## src/shared/host_irq_pkg.sv

```systemverilog
package host_irq_pkg;

  // Register byte offsets on the APB window
  localparam logic [11:0] ENABLE_OFFSET = 12'h314;
  localparam logic [11:0] ISO_OR_OFFSET = 12'h318;
  localparam logic [11:0] INT_OR_OFFSET = 12'h31c;
  localparam logic [11:0] ASYNC_OR_OFFSET = 12'h320;
  localparam logic [11:0] ISO_AND_OFFSET = 12'h324;
  localparam logic [11:0] INT_AND_OFFSET = 12'h328;
  localparam logic [11:0] ASYNC_AND_OFFSET = 12'h32c;
  localparam logic [11:0] STATUS_OFFSET = 12'h330;

  // Bit positions of the enable, status and event layout
  localparam int OTG_BIT = 10;
  localparam int ISO_BIT = 9;
  localparam int ASYNC_BIT = 8;
  localparam int INT_XFER_BIT = 7;
  localparam int CLOCK_STABLE_BIT = 6;
  localparam int SUSPEND_BIT = 5;
  localparam int DMA_END_BIT = 3;
  localparam int FRAME_START_BIT = 1;

  // Descriptor lists, each with 32 descriptors
  localparam int LIST_COUNT = 3;
  localparam int DESC_COUNT = 32;
  localparam int ISO_LIST = 0;
  localparam int INT_LIST = 1;
  localparam int ASYNC_LIST = 2;
  localparam int MASK_COUNT = 6;

  // Reset values
  localparam logic [31:0] ENABLE_RESET = 32'h0000_0000;
  localparam logic [31:0] MASK_RESET = 32'h0000_0000;
  localparam logic [31:0] STATUS_RESET = 32'h0000_0000;

  // Bits that hold state in enable and status; reserved bits read zero
  localparam logic [31:0] LIVE_BITS = (32'h1 << OTG_BIT) | (32'h1 << ISO_BIT)
    | (32'h1 << ASYNC_BIT) | (32'h1 << INT_XFER_BIT) | (32'h1 << CLOCK_STABLE_BIT)
    | (32'h1 << SUSPEND_BIT) | (32'h1 << DMA_END_BIT) | (32'h1 << FRAME_START_BIT);

  // Shared layout of enable, status and event vectors
  typedef struct packed {
    logic [20:0] rsvd_hi;
    logic otg;
    logic iso;
    logic async_list;
    logic int_xfer;
    logic clock_stable;
    logic suspend;
    logic rsvd4;
    logic dma_end;
    logic rsvd2;
    logic frame_start;
    logic rsvd0;
  } irq_bits_t;

  // Whole state of the controller top
  typedef struct packed {
    irq_bits_t enable;
    irq_bits_t status;
    irq_bits_t evt_prev;
    logic [MASK_COUNT-1:0][31:0] masks;
    logic [31:0] rdata;
    logic ready;
    logic slverr;
    logic irq;
  } ctl_state_t;

  // State of one descriptor list matcher
  typedef struct packed {
    logic hit;
  } match_state_t;

endpackage

```

## src/logic/list_match.sv

```systemverilog
`timescale 1ns/1ps
module list_match (
  input wire logic clk_in,
  input wire logic resetn_in,
  input wire logic [31:0] done_in,
  input wire logic [31:0] or_mask_in,
  input wire logic [31:0] and_mask_in,
  output logic hit_out
);

  host_irq_pkg::match_state_t st;
  host_irq_pkg::match_state_t nx;
  logic or_cond;
  logic and_cond;

  // Any OR-selected descriptor done, or every AND-selected one done
  always_comb begin
    or_cond = |(done_in & or_mask_in);
    // Empty AND mask never fires, else it would be always true
    and_cond = (and_mask_in != 32'h0000_0000)
      && ((done_in & and_mask_in) == and_mask_in);
    nx = st;
    nx.hit = or_cond || and_cond;
  end

  always_ff @(posedge clk_in or negedge resetn_in) begin
    if (!resetn_in) begin
      st <= '0;
    end else begin
      st <= nx;
    end
  end

  assign hit_out = st.hit;
endmodule

```

## src/logic/host_irq_ctl.sv

```systemverilog
// The APB slave port was chosen for this implementation.
`timescale 1ns/1ps
// What this block does
// - OTG enable set: latched OTG events drive the interrupt line; clear: they do not
// - Isochronous enable gates interrupts from mask-selected isochronous descriptor completion
// - Async-list enable gates interrupts from mask-selected async descriptor completion
// - Bit 7 enables interrupts from mask-selected interrupt-type descriptor completion
// - Bit 6 enables an interrupt once internal clocks run stably
// - Bit 5 enables an interrupt when the host controller enters suspend
// - Bit 3 enables an interrupt when a DMA transfer completes
// - Bit 1 enables an interrupt at every start of frame
// - Isochronous OR mask: one bit per descriptor 0 to 31 joins OR condition
// - Isochronous OR mask is read-write at 0318h and resets to zero
// - Separate 32-bit isochronous AND mask selects descriptors forming an AND condition
// - Interrupt-type and async lists each have own OR and AND masks, reset zero
module host_irq_ctl (
  input wire logic clk_in,
  input wire logic resetn_in,
  input wire logic [11:0] paddr_in,
  input wire logic psel_in,
  input wire logic penable_in,
  input wire logic pwrite_in,
  input wire logic [31:0] pwdata_in,
  output logic [31:0] prdata_out,
  output logic pready_out,
  output logic pslverr_out,
  input wire logic otg_latch_in,
  input wire logic [31:0] iso_done_in,
  input wire logic [31:0] int_done_in,
  input wire logic [31:0] async_done_in,
  input wire logic clock_stable_in,
  input wire logic suspend_entry_in,
  input wire logic dma_end_in,
  input wire logic frame_start_in,
  output logic irq_out
);

  host_irq_pkg::ctl_state_t st;
  host_irq_pkg::ctl_state_t nx;
  logic [host_irq_pkg::LIST_COUNT-1:0] list_hit;
  logic [host_irq_pkg::LIST_COUNT-1:0][31:0] list_done;
  host_irq_pkg::irq_bits_t evt_now;
  host_irq_pkg::irq_bits_t rise;
  host_irq_pkg::irq_bits_t clr;
  logic [31:0] rd_val;
  logic addr_ok;
  logic setup_phase;
  logic access_phase;

  assign list_done[host_irq_pkg::ISO_LIST] = iso_done_in;
  assign list_done[host_irq_pkg::INT_LIST] = int_done_in;
  assign list_done[host_irq_pkg::ASYNC_LIST] = async_done_in;

  // One matcher per descriptor list; masks live here, OR set then AND set
  genvar g;
  generate
    for (g = 0; g < host_irq_pkg::LIST_COUNT; g++) begin : gen_list
      list_match u_match (
        .clk_in(clk_in),
        .resetn_in(resetn_in),
        .done_in(list_done[g]),
        .or_mask_in(st.masks[g]),
        .and_mask_in(st.masks[g + host_irq_pkg::LIST_COUNT]),
        .hit_out(list_hit[g])
      );
    end
  endgenerate

  // Read decode, combinational on the setup-phase address
  always_comb begin
    rd_val = 32'h0000_0000;
    addr_ok = 1'b0;
    if (paddr_in == host_irq_pkg::ENABLE_OFFSET) begin
      rd_val = st.enable;
      addr_ok = 1'b1;
    end else if (paddr_in == host_irq_pkg::STATUS_OFFSET) begin
      rd_val = st.status;
      addr_ok = 1'b1;
    end
    for (int i = 0; i < host_irq_pkg::MASK_COUNT; i++) begin
      if (paddr_in == host_irq_pkg::ISO_OR_OFFSET + 12'(4 * i)) begin
        rd_val = st.masks[i];
        addr_ok = 1'b1;
      end
    end
  end

  // Event sources in the enable layout; reserved positions never fire
  always_comb begin
    evt_now = '0;
    evt_now.otg = otg_latch_in;
    evt_now.iso = list_hit[host_irq_pkg::ISO_LIST];
    evt_now.async_list = list_hit[host_irq_pkg::ASYNC_LIST];
    evt_now.int_xfer = list_hit[host_irq_pkg::INT_LIST];
    evt_now.clock_stable = clock_stable_in;
    evt_now.suspend = suspend_entry_in;
    evt_now.dma_end = dma_end_in;
    evt_now.frame_start = frame_start_in;
    // Edge detect so a long level is one event, not a storm after each clear
    rise = host_irq_pkg::irq_bits_t'(evt_now & ~st.evt_prev);
  end

  assign setup_phase = psel_in && !penable_in;
  assign access_phase = psel_in && penable_in && st.ready;

  // Next-state: APB slave, sticky status, line gating
  always_comb begin
    nx = st;
    clr = '0;
    nx.evt_prev = evt_now;
    nx.ready = 1'b0;
    nx.slverr = 1'b0;
    // Answer is prepared in setup so pready leaves a flop, one access cycle
    if (setup_phase) begin
      nx.ready = 1'b1;
      nx.slverr = !addr_ok;
      nx.rdata = pwrite_in ? 32'h0000_0000 : rd_val;
    end
    if (access_phase && pwrite_in && !st.slverr) begin
      if (paddr_in == host_irq_pkg::ENABLE_OFFSET) begin
        // Reserved positions are stored as zero whatever is written
        nx.enable = host_irq_pkg::irq_bits_t'(pwdata_in & host_irq_pkg::LIVE_BITS);
      end
      for (int i = 0; i < host_irq_pkg::MASK_COUNT; i++) begin
        if (paddr_in == host_irq_pkg::ISO_OR_OFFSET + 12'(4 * i)) begin
          nx.masks[i] = pwdata_in;
        end
      end
    end
    // Read clears only the bits returned, so a later event is not lost
    if (access_phase && !pwrite_in && paddr_in == host_irq_pkg::STATUS_OFFSET) begin
      clr = host_irq_pkg::irq_bits_t'(st.rdata);
    end
    // Set wins over the read clear in the same cycle
    nx.status = host_irq_pkg::irq_bits_t'((st.status & ~clr) | rise);
    nx.irq = |(st.status & st.enable);
  end

  // All control state from one register; enables come up zero
  always_ff @(posedge clk_in or negedge resetn_in) begin
    if (!resetn_in) begin
      st.enable <= host_irq_pkg::irq_bits_t'(host_irq_pkg::ENABLE_RESET);
      st.status <= host_irq_pkg::irq_bits_t'(host_irq_pkg::STATUS_RESET);
      st.evt_prev <= '0;
      st.masks <= {host_irq_pkg::MASK_COUNT{host_irq_pkg::MASK_RESET}};
      st.rdata <= 32'h0000_0000;
      st.ready <= 1'b0;
      st.slverr <= 1'b0;
      st.irq <= 1'b0;
    end else begin
      st <= nx;
    end
  end

  assign prdata_out = st.rdata;
  assign pready_out = st.ready;
  assign pslverr_out = st.slverr;
  assign irq_out = st.irq;

  // Each mask word stores a write and reads back at its own address
  for (genvar m = 0; m < host_irq_pkg::MASK_COUNT; m++) begin : gen_mask_chk

  end
endmodule

```

## config.mk

```make
export PLATFORM = sky130hd
export DESIGN_NAME = host_irq_ctl
export DESIGN_NICKNAME = d
export VERILOG_FILES = /design/src/shared/host_irq_pkg.sv /design/src/logic/list_match.sv /design/src/logic/host_irq_ctl.sv
export SDC_FILE = /design/constraint.sdc
export NUM_CORES = 1
export LEC_CHECK = 0
export ABC_AREA = 1
export BUFFER_PORTS_ARGS = -buffer_cell sky130_fd_sc_hd__buf_2
export CAP_MARGIN = 30
export CORE_UTILIZATION = 45
export CTS_BUF_LIST = sky130_fd_sc_hd__clkbuf_4 sky130_fd_sc_hd__clkbuf_8
export DETAILED_ROUTE_END_ITERATION = 10
export PLACE_DENSITY_LB_ADDON = 0.25
export SYNTH_ARGS = -nofsm -noshare
export SYNTH_HDL_FRONTEND = slang
export SYNTH_HIERARCHICAL = 1
export SYNTH_SLANG_ARGS = --single-unit
```

## constraint.sdc

```tcl
create_clock -name clk_in -period 4.7 [get_ports clk_in]
set_clock_uncertainty 0.1 [all_clocks]
set_input_delay 1.41 -clock clk_in [delete_from_list [all_inputs] [get_ports clk_in]]
set_output_delay 1.41 -clock clk_in [all_outputs]
set_load 0.05 [all_outputs]
```

; After elaboration in Yosys (flattened, before gate mapping)
; Index checks and enable logic that the tools add are counted.
[classes]
n_mux = 19
n_bitwise = 12
reduce_logical = 31
eq_ne = 11
[ops]
columns = operator, n
row1 = 2-to-1 mux 32 bit, 10
row2 = bitwise AND 32 bit, 7
row3 = OR reduction 32 bit, 4
row4 = == test 12 x 10 -> 1 bit (second input constant), 8
row5 = == test 32 bit, 3
row6 = nonzero test 32 bit, 3
row7 = bitwise AND 11 x 32 -> 32 bit, 1
row8 = bitwise AND 32 x 11 -> 32 bit, 1
row9 = NOT 11 -> 32 bit, 1
row10 = NOT 32 bit, 1
row11 = bitwise OR 32 bit, 1
row12 = AND reduction 2 bit, 7
row13 = logical AND 1 bit, 10
row14 = 2-to-1 mux 1 bit, 8
row15 = zero test 1 bit, 4
row16 = logical OR 1 bit, 3
row17 = 2-to-1 mux 2 bit, 1
[word_totals]
register_bits = 278
output_inout_bits = 35

; Logic depth before layout (Yosys ltp)
; Gate-level depths: netlist of the first run.
[depth]
ltp_word = 11
ltp_mapped = 13

; Cells and area by module
; Netlist of the first run, hierarchy kept.
[modules_own_cells]
columns = module, cells_each, area_each_um2, instances
row1 = host_irq_ctl, 1570, 12624.6, 1
row2 = list_match, 171, 696.9, 3

; Worst setup path after synthesis of the first run
; No wires, ideal clock.
[synth_timing]
path_type = input-to-reg
start = input paddr_in[11]
end = register st (netlist bit prdata_out[19])
t_required_ns = 4.484
setup_ns = 0.116
slack_ns = 1.951
arrival_time_ns = 2.532
cell_stages = 12
n_path_buf = 2
path_cell_list = nor2_2 > nand3_1 > nor2_4 > nand2_2 > buf_2 > buf_2 > o21ai_0 > inv_1 > nand2_1 > nand3_1 > nand2_1 > nand2_1
[synth_via]
elab_chain_len = 10
elab_cells_between_ends = 17
[synth_rtl]
columns = item, line_no
row1 = from (decl), host_irq_ctl.sv:19  ; input wire logic [11:0] paddr_in,
row2 = == test 12 x 10 -> 1 bit, host_irq_ctl.sv:76  ; end else if (paddr_in == host_irq_pkg::STATUS_OFFSET) begin
row3 = 2-to-1 mux 32 bit, host_irq_ctl.sv:76
row4 = 2-to-1 mux 32 bit, host_irq_ctl.sv:73  ; if (paddr_in == host_irq_pkg::ENABLE_OFFSET) begin
row5 = 2-to-1 mux 32 bit (5 in a row), host_irq_ctl.sv:81  ; if (paddr_in == host_irq_pkg::ISO_OR_OFFSET + 12'(4 * i)) begin
row6 = 2-to-1 mux 32 bit (*), host_irq_ctl.sv:81
row7 = 2-to-1 mux 32 bit (*), host_irq_ctl.sv:117  ; nx.rdata = pwrite_in ? 32'h0000_0000 : rd_val;
row8 = to (signal assigned), host_irq_ctl.sv:151  ; st <= nx;
row9 = to (decl), host_irq_ctl.sv:38  ; host_irq_pkg::ctl_state_t st;
; Every way passes the cells marked *; elsewhere a longest branch is shown, timed or not.
; A chain may end at the register's enable or synchronous reset.

; Final worst setup path of the first run
[layout_timing]
start = input paddr_in[11]
end = register st[145] (netlist bit)
[layout_via]
elab_chain_len = 2
[layout_rtl]
columns = item, line_no
row1 = == test 12 x 10 -> 1 bit, host_irq_ctl.sv:125  ; if (paddr_in == host_irq_pkg::ISO_OR_OFFSET + 12'(4 * i)) begin
row2 = AND reduction 2 bit (no source line), n/a
; Every way passes these cells.

==> results of run 1 <==
-- registers in the layout (all words and copies together) (netlist names) --
register,flops
gen_list.u_match/hit_out,3
prdata_out,32
irq_out,1
st,240
pslverr_out,1
pready_out,1
-- cell usage after synthesis --
cell,instances,area share
inv_1,307,0.078
nand3_4,1,0.0012
nor3b_4,1,0.0013
o21ai_1,44,0.015
nand2_1,714,0.18
dfrtp_1,278,0.47
o21ai_0,258,0.088
buf_4,35,0.018
nand4_4,1,0.0014
nor2_2,3,0.0013
nand2_4,1,0.00077
nand4_1,36,0.015
nand3_1,127,0.043
and2_1,3,0.0013
a221oi_1,2,0.0012
nand2_2,5,0.0021
buf_2,30,0.010
clkbuf_1,43,0.011
clkbuf_2,3,0.0010
a21oi_1,36,0.012
inv_2,7,0.0018
nor3_1,4,0.0014
nor2_1,137,0.035
nor2_4,3,0.0023
o2111ai_1,4,0.0024
-- metal layers --
layer	share of wire	GRT usage	vias up
met5	0	0	-
met4	0.039	0.122	0
met3	0.072	0.0421	132
met2	0.47	0.477	611
met1	0.42	0.380	6661
li1	-	-	6761
-- stage by stage --
step,setup WS [ns],utilization,power (W),cell area (µm²),instances
after global routing,1.54,0.530,0.00520,16900,2703
after floorplan,1.95,-,0.00251,14700,2083
final,1.70,0.530,0.00503,16900,2703
after CTS,1.74,0.530,0.00506,16900,2702
after global placement,1.24,0.496,0.00268,15800,2616
after detailed placement,1.14,0.496,0.00268,15800,2616
-- path summary, 6_finish.rpt --
| path | from | endpoint | depth (start not counted) |
|---|---|---|---|
| min in group asynchronous | resetn_in | irq_out | 1 |
| hold / removal | gen_list[2].u_match/hit_out | st[235] | 0 |
| setup reg to reg | pready_out | st[66] | 6 |
| max in group asynchronous | resetn_in | st[211] | 2 |
| setup / recovery | paddr_in[11] | st[145] | 8 |
| hold reg to reg | gen_list[2].u_match/hit_out | st[235] | 0 |
-- worst max-delay path, cell delays in order --
cell	delay, ns
buf_2	0.10
nor2_2	0.14
nand3_1	0.20
nor2_4	0.38
nand2_2	0.11
inv_2	0.25
nand2_4	0.42
o21ai_0	0.33
-- kinds of logic (layout without fill, tap and decap cells) --
family          Yosys count  after routing  synth area share
flops                   278            278             0.473
simple gates           1036           1036             0.289
compound gates          344            344             0.119
buf+inv                 425            610             0.120
-- area by class of cell --
cell class                 count  area, µm²
tap                          435        544
timing repair buffer         210       1160
fill                        3193      15000
clock buffer                  81       1030
inverter                     314       1180
multi-input combinational   1380       6000
clock inverter                 5       25.0
sequential                   278       6960
-- power breakdown --
group	internal, W	switching [W]	total (W)
combinational	0.0000677	0.000172	0.000239
clock	0.00138	0.00101	0.00239
sequential	0.00240	0.00000224	0.00240
==> results.cfg, run 1 <==
[clock_network]
cts-root-buf = clkbuf_8
cts_resized = 0
numCtsBuffers = 48
clk_pin_slew_ns = 0.06
cts.sinks = 278
clockBufferDepth = 3
clock_latency_ns = 0.57
postCtsSetupBuffers = 0
htree_levels = 2
ctsHoldBuffers = 0
cts_tree = done

[die]
fp.dieH_um = 183
die-area_um2 = 33400
row_count = 65
ios = 185
initial_core_util = 0.462
core_region_area_um2 = 31900
die_w_um = 183

[pwr]
powerDensity_nw_per_um2 = 298
p_leak_nw = 9.33
peakVddDrop_mv = 0.208

[placed_design]
routabilityCongestion = 0.955
port_buffers = 184
dpl.hpwl_mm = 32.9

[global_routing]
grt_pass1_wl_mm = 74.2
antenna_found_initial = 0
grt_max_degree = 105
gr-total-overflow = 0
grtUsageTotal = 0.289
grt_pass1_vias = 13700

[min_path]
holdCritPathClass = register to register

[synth]
syn_avg_cell_area_um2 = 7.06
yosysSeqAreaShare = 0.473
synth_cell_type_count = 25
synth.cell_area_um2 = 14700
yosys_warnings = 6
synth-seq-cells = 278
synth_nets = 2233
synthCells = 2083

[layout]
fin_nets = 2382
final_common_cell = nand2_1
n_antenna_cell = 0
drive_gt1_frac = 0.142
mostFrequentLayoutCells = nand2_1 (714), inv_1 (307), dfrtp_1 (278)
areaGrowthSynthToFinish_pct = 14.9

[timing]
max_slew_margin = 0.377
rsz0062_at_grt = no
setup_viol = 0
tightest_slew_ns = 0.932
drv_slew = 0
timing.fmax_mhz = 334
fin_crit_sh = 0.638
min_period_ns = 3.00
finalHoldViolCount = 0
fin_tns_setup_ns = 0
whs_ns = 0.281

[detailed_routing]
dr_total_vias = 14200
wl_per_cell_um = 17.7
wl_mm = 47.7
drt_iter0_drc = 1315
drc_errors = 0
drt_first_pass_iters = 7
antenna_left = 0
vias_per_cell = 5.24

[setup_path]
start_kind = input port
cp-end-kind = register
criticalPathCategory = input port to register
ff2ff_setup_slack_ns = 2.43
arrival_ns = 3.37
cp.required_ns = 5.07
path_max_fanout = 64

[outcome]
outcome = finished, final reports clean

[run]
cap_violations = 0
(Power assumes the default switching activity.)
==> run 2: changes to the inputs <==
==> constraint.sdc (replaced) <==
create_clock -name clk_in -period 2.9 [get_ports clk_in]
set_clock_uncertainty 0.1 [all_clocks]
set_input_delay 0.87 -clock clk_in [delete_from_list [all_inputs] [get_ports clk_in]]
set_output_delay 0.87 -clock clk_in [all_outputs]
set_load 0.05 [all_outputs]
==> run 2 against run 1 <==
Compared with the run above:
- critical path depth fell by 7
- register-to-register slack worse by 1.7 ns
- sequential power up 62%
- highest routed layer unchanged
- wire length down 0.29%
==> results.cfg, run 2 (synthesized netlist as in run 1, its figures left out) <==
[clock_network]
ctsHoldBuffers = 0
clock_latency_ns = 0.57
cts_tree = done
clk_pin_slew_ns = 0.06
htree_levels = 2
cts-root-buf = clkbuf_8
cts.sinks = 278
numCtsBuffers = 49
cts_resized = 0
clockBufferDepth = 3
postCtsSetupBuffers = 0

[layout]
seq_area_um2 = 6960
regMostFlops = st
nFillCells = 3147
largest_reg_flops = 240
fin_nets = 2401
multi_input_comb_area_um2 = 6000
drive_gt1_frac = 0.145
n_antenna_cell = 0
final_common_cell = nand2_1
final_util = 0.535
areaGrowthSynthToFinish_pct = 15.9
mostFrequentLayoutCells = nand2_1 (714), inv_1 (307), dfrtp_1 (278)

[pwr]
p_sw_frac = 0.233
switching_power_w = 0.00187
pwr-share-clk = 0.464
comb_power_share = 0.049
p_leak_nw = 9.39
p_total_w = 0.00800
power.internal_w = 0.00613
peakVddDrop_mv = 0.413
powerDensity_nw_per_um2 = 469
pwr-share-seq = 0.486

[timing]
whs_ns = 0.0985
drv_slew = 0
fin_tns_setup_ns = 0
fin_crit_sh = 0.788
timing.fmax_mhz = 437
min_period_ns = 2.29
setup_viol = 0
finalHoldViolCount = 0
max_slew_margin = 0.582
tightest_slew_ns = 0.627
rsz0062_at_grt = no

[detailed_routing]
vias_per_cell = 5.17
drt_iter0_drc = 1366
wl_mm = 47.6
drc_errors = 0
antenna_left = 0
dr_total_vias = 14000
wl_per_cell_um = 17.5
drt_first_pass_iters = 5

[die]
row_count = 65
fp.dieH_um = 183
initial_core_util = 0.462
die_w_um = 183
die-area_um2 = 33400
core_region_area_um2 = 31900
ios = 185

[setup_path]
ff2ff_setup_slack_ns = 0.75
start_kind = register
arrival_ns = 1.32
cp-end-kind = output port
r2r_end = st[150]
timing.critical_path.buf_inv = 1
critPathCapture = prdata_out[4]
cp.depth = 1
reg2regPathDepth = 5
critPathTopFamily = flip-flops
startpoint = prdata_out[4]
slowest_stage = dfrtp_1
timing.rr.start = pready_out
criticalPathCategory = register to output port
path_max_fanout = 3
worstPathCellList = buf_2
max_stage_delay_ns = 0.44
cp.required_ns = 1.93

[global_routing]
gr-total-overflow = 0
antenna_found_initial = 0
grt_pass1_vias = 13500
grt_pass1_wl_mm = 74.2
grt_max_degree = 67
grtUsageTotal = 0.289

[placed_design]
dpl.hpwl_mm = 33.9
routabilityCongestion = 0.910
port_buffers = 184

[run]
cap_violations = 0

[min_path]
holdCritPathClass = input port to async pin

[outcome]
outcome = finished, final reports clean
-- run 2: cell count changes in the layout (fill, tap and decap cells not counted) --
cell | before | now
buf_4 | 23 | 34
buf_12 | 3 | 10
clkbuf_8 | 68 | 62
clkinv_2 | 5 | 1
bufinv_16 | 0 | 1
clkbuf_4 | 13 | 12
clkinvlp_4 | 0 | 1
-- run 2: power by group through the flow --
stage	Sequential [W]	Clock [W]	Combinational (W)
after floorplan	0.00397	0	0.0000977
after global placement	0.00396	0	0.000393
after detailed placement	0.00396	0	0.000394
after CTS	0.00389	0.00377	0.000396
after global routing	0.00389	0.00396	0.000439
final	0.00389	0.00372	0.000393
-- run 2: cell type report --
class                      instances  area share
timing repair buffer             228      0.0813
clock inverter                     3     0.00249
tap                              435      0.0319
clock buffer                      74      0.0553
multi-input combinational       1380       0.352
sequential                       278       0.408
inverter                         314      0.0691
-- run 2: how the worst min path moves through the flow --
stage                         end                         from  cells past startpoint
after CTS                 st[237]                    resetn_in                      1
after detailed placement  st[234]  gen_list[1].u_match/hit_out                      0
after global placement    st[234]  gen_list[1].u_match/hit_out                      0
after global routing      st[237]                    resetn_in                      1
final                     st[269]                    resetn_in                      1
after floorplan           st[234]  gen_list[1].u_match/hit_out                      0
-- run 2: worst register-to-register path: cells and delay by family, from the launching register on --
family,cells,cell delay [ns]
compound gates,1,0.36
buf+inv,1,0.23
flops,1,0.34
simple gates,3,1.02
-- run 2: layer usage --
metal	GRT usage	share of wire
met5	0	0
met4	0.112	0.032
met3	0.0395	0.074
met2	0.475	0.47
met1	0.389	0.42
-- run 2: stage by stage --
| step | worst slack, ns | std cells | instance area [µm²] |
|---|---|---|---|
| after floorplan | 0.691 | 2083 | 14700 |
| after global placement | 0.127 | 2635 | 16100 |
| after detailed placement | 0.112 | 2635 | 16100 |
| after CTS | 0.607 | 2712 | 17100 |
| after global routing | 0.479 | 2712 | 17100 |
| final | 0.614 | 2712 | 17100 |
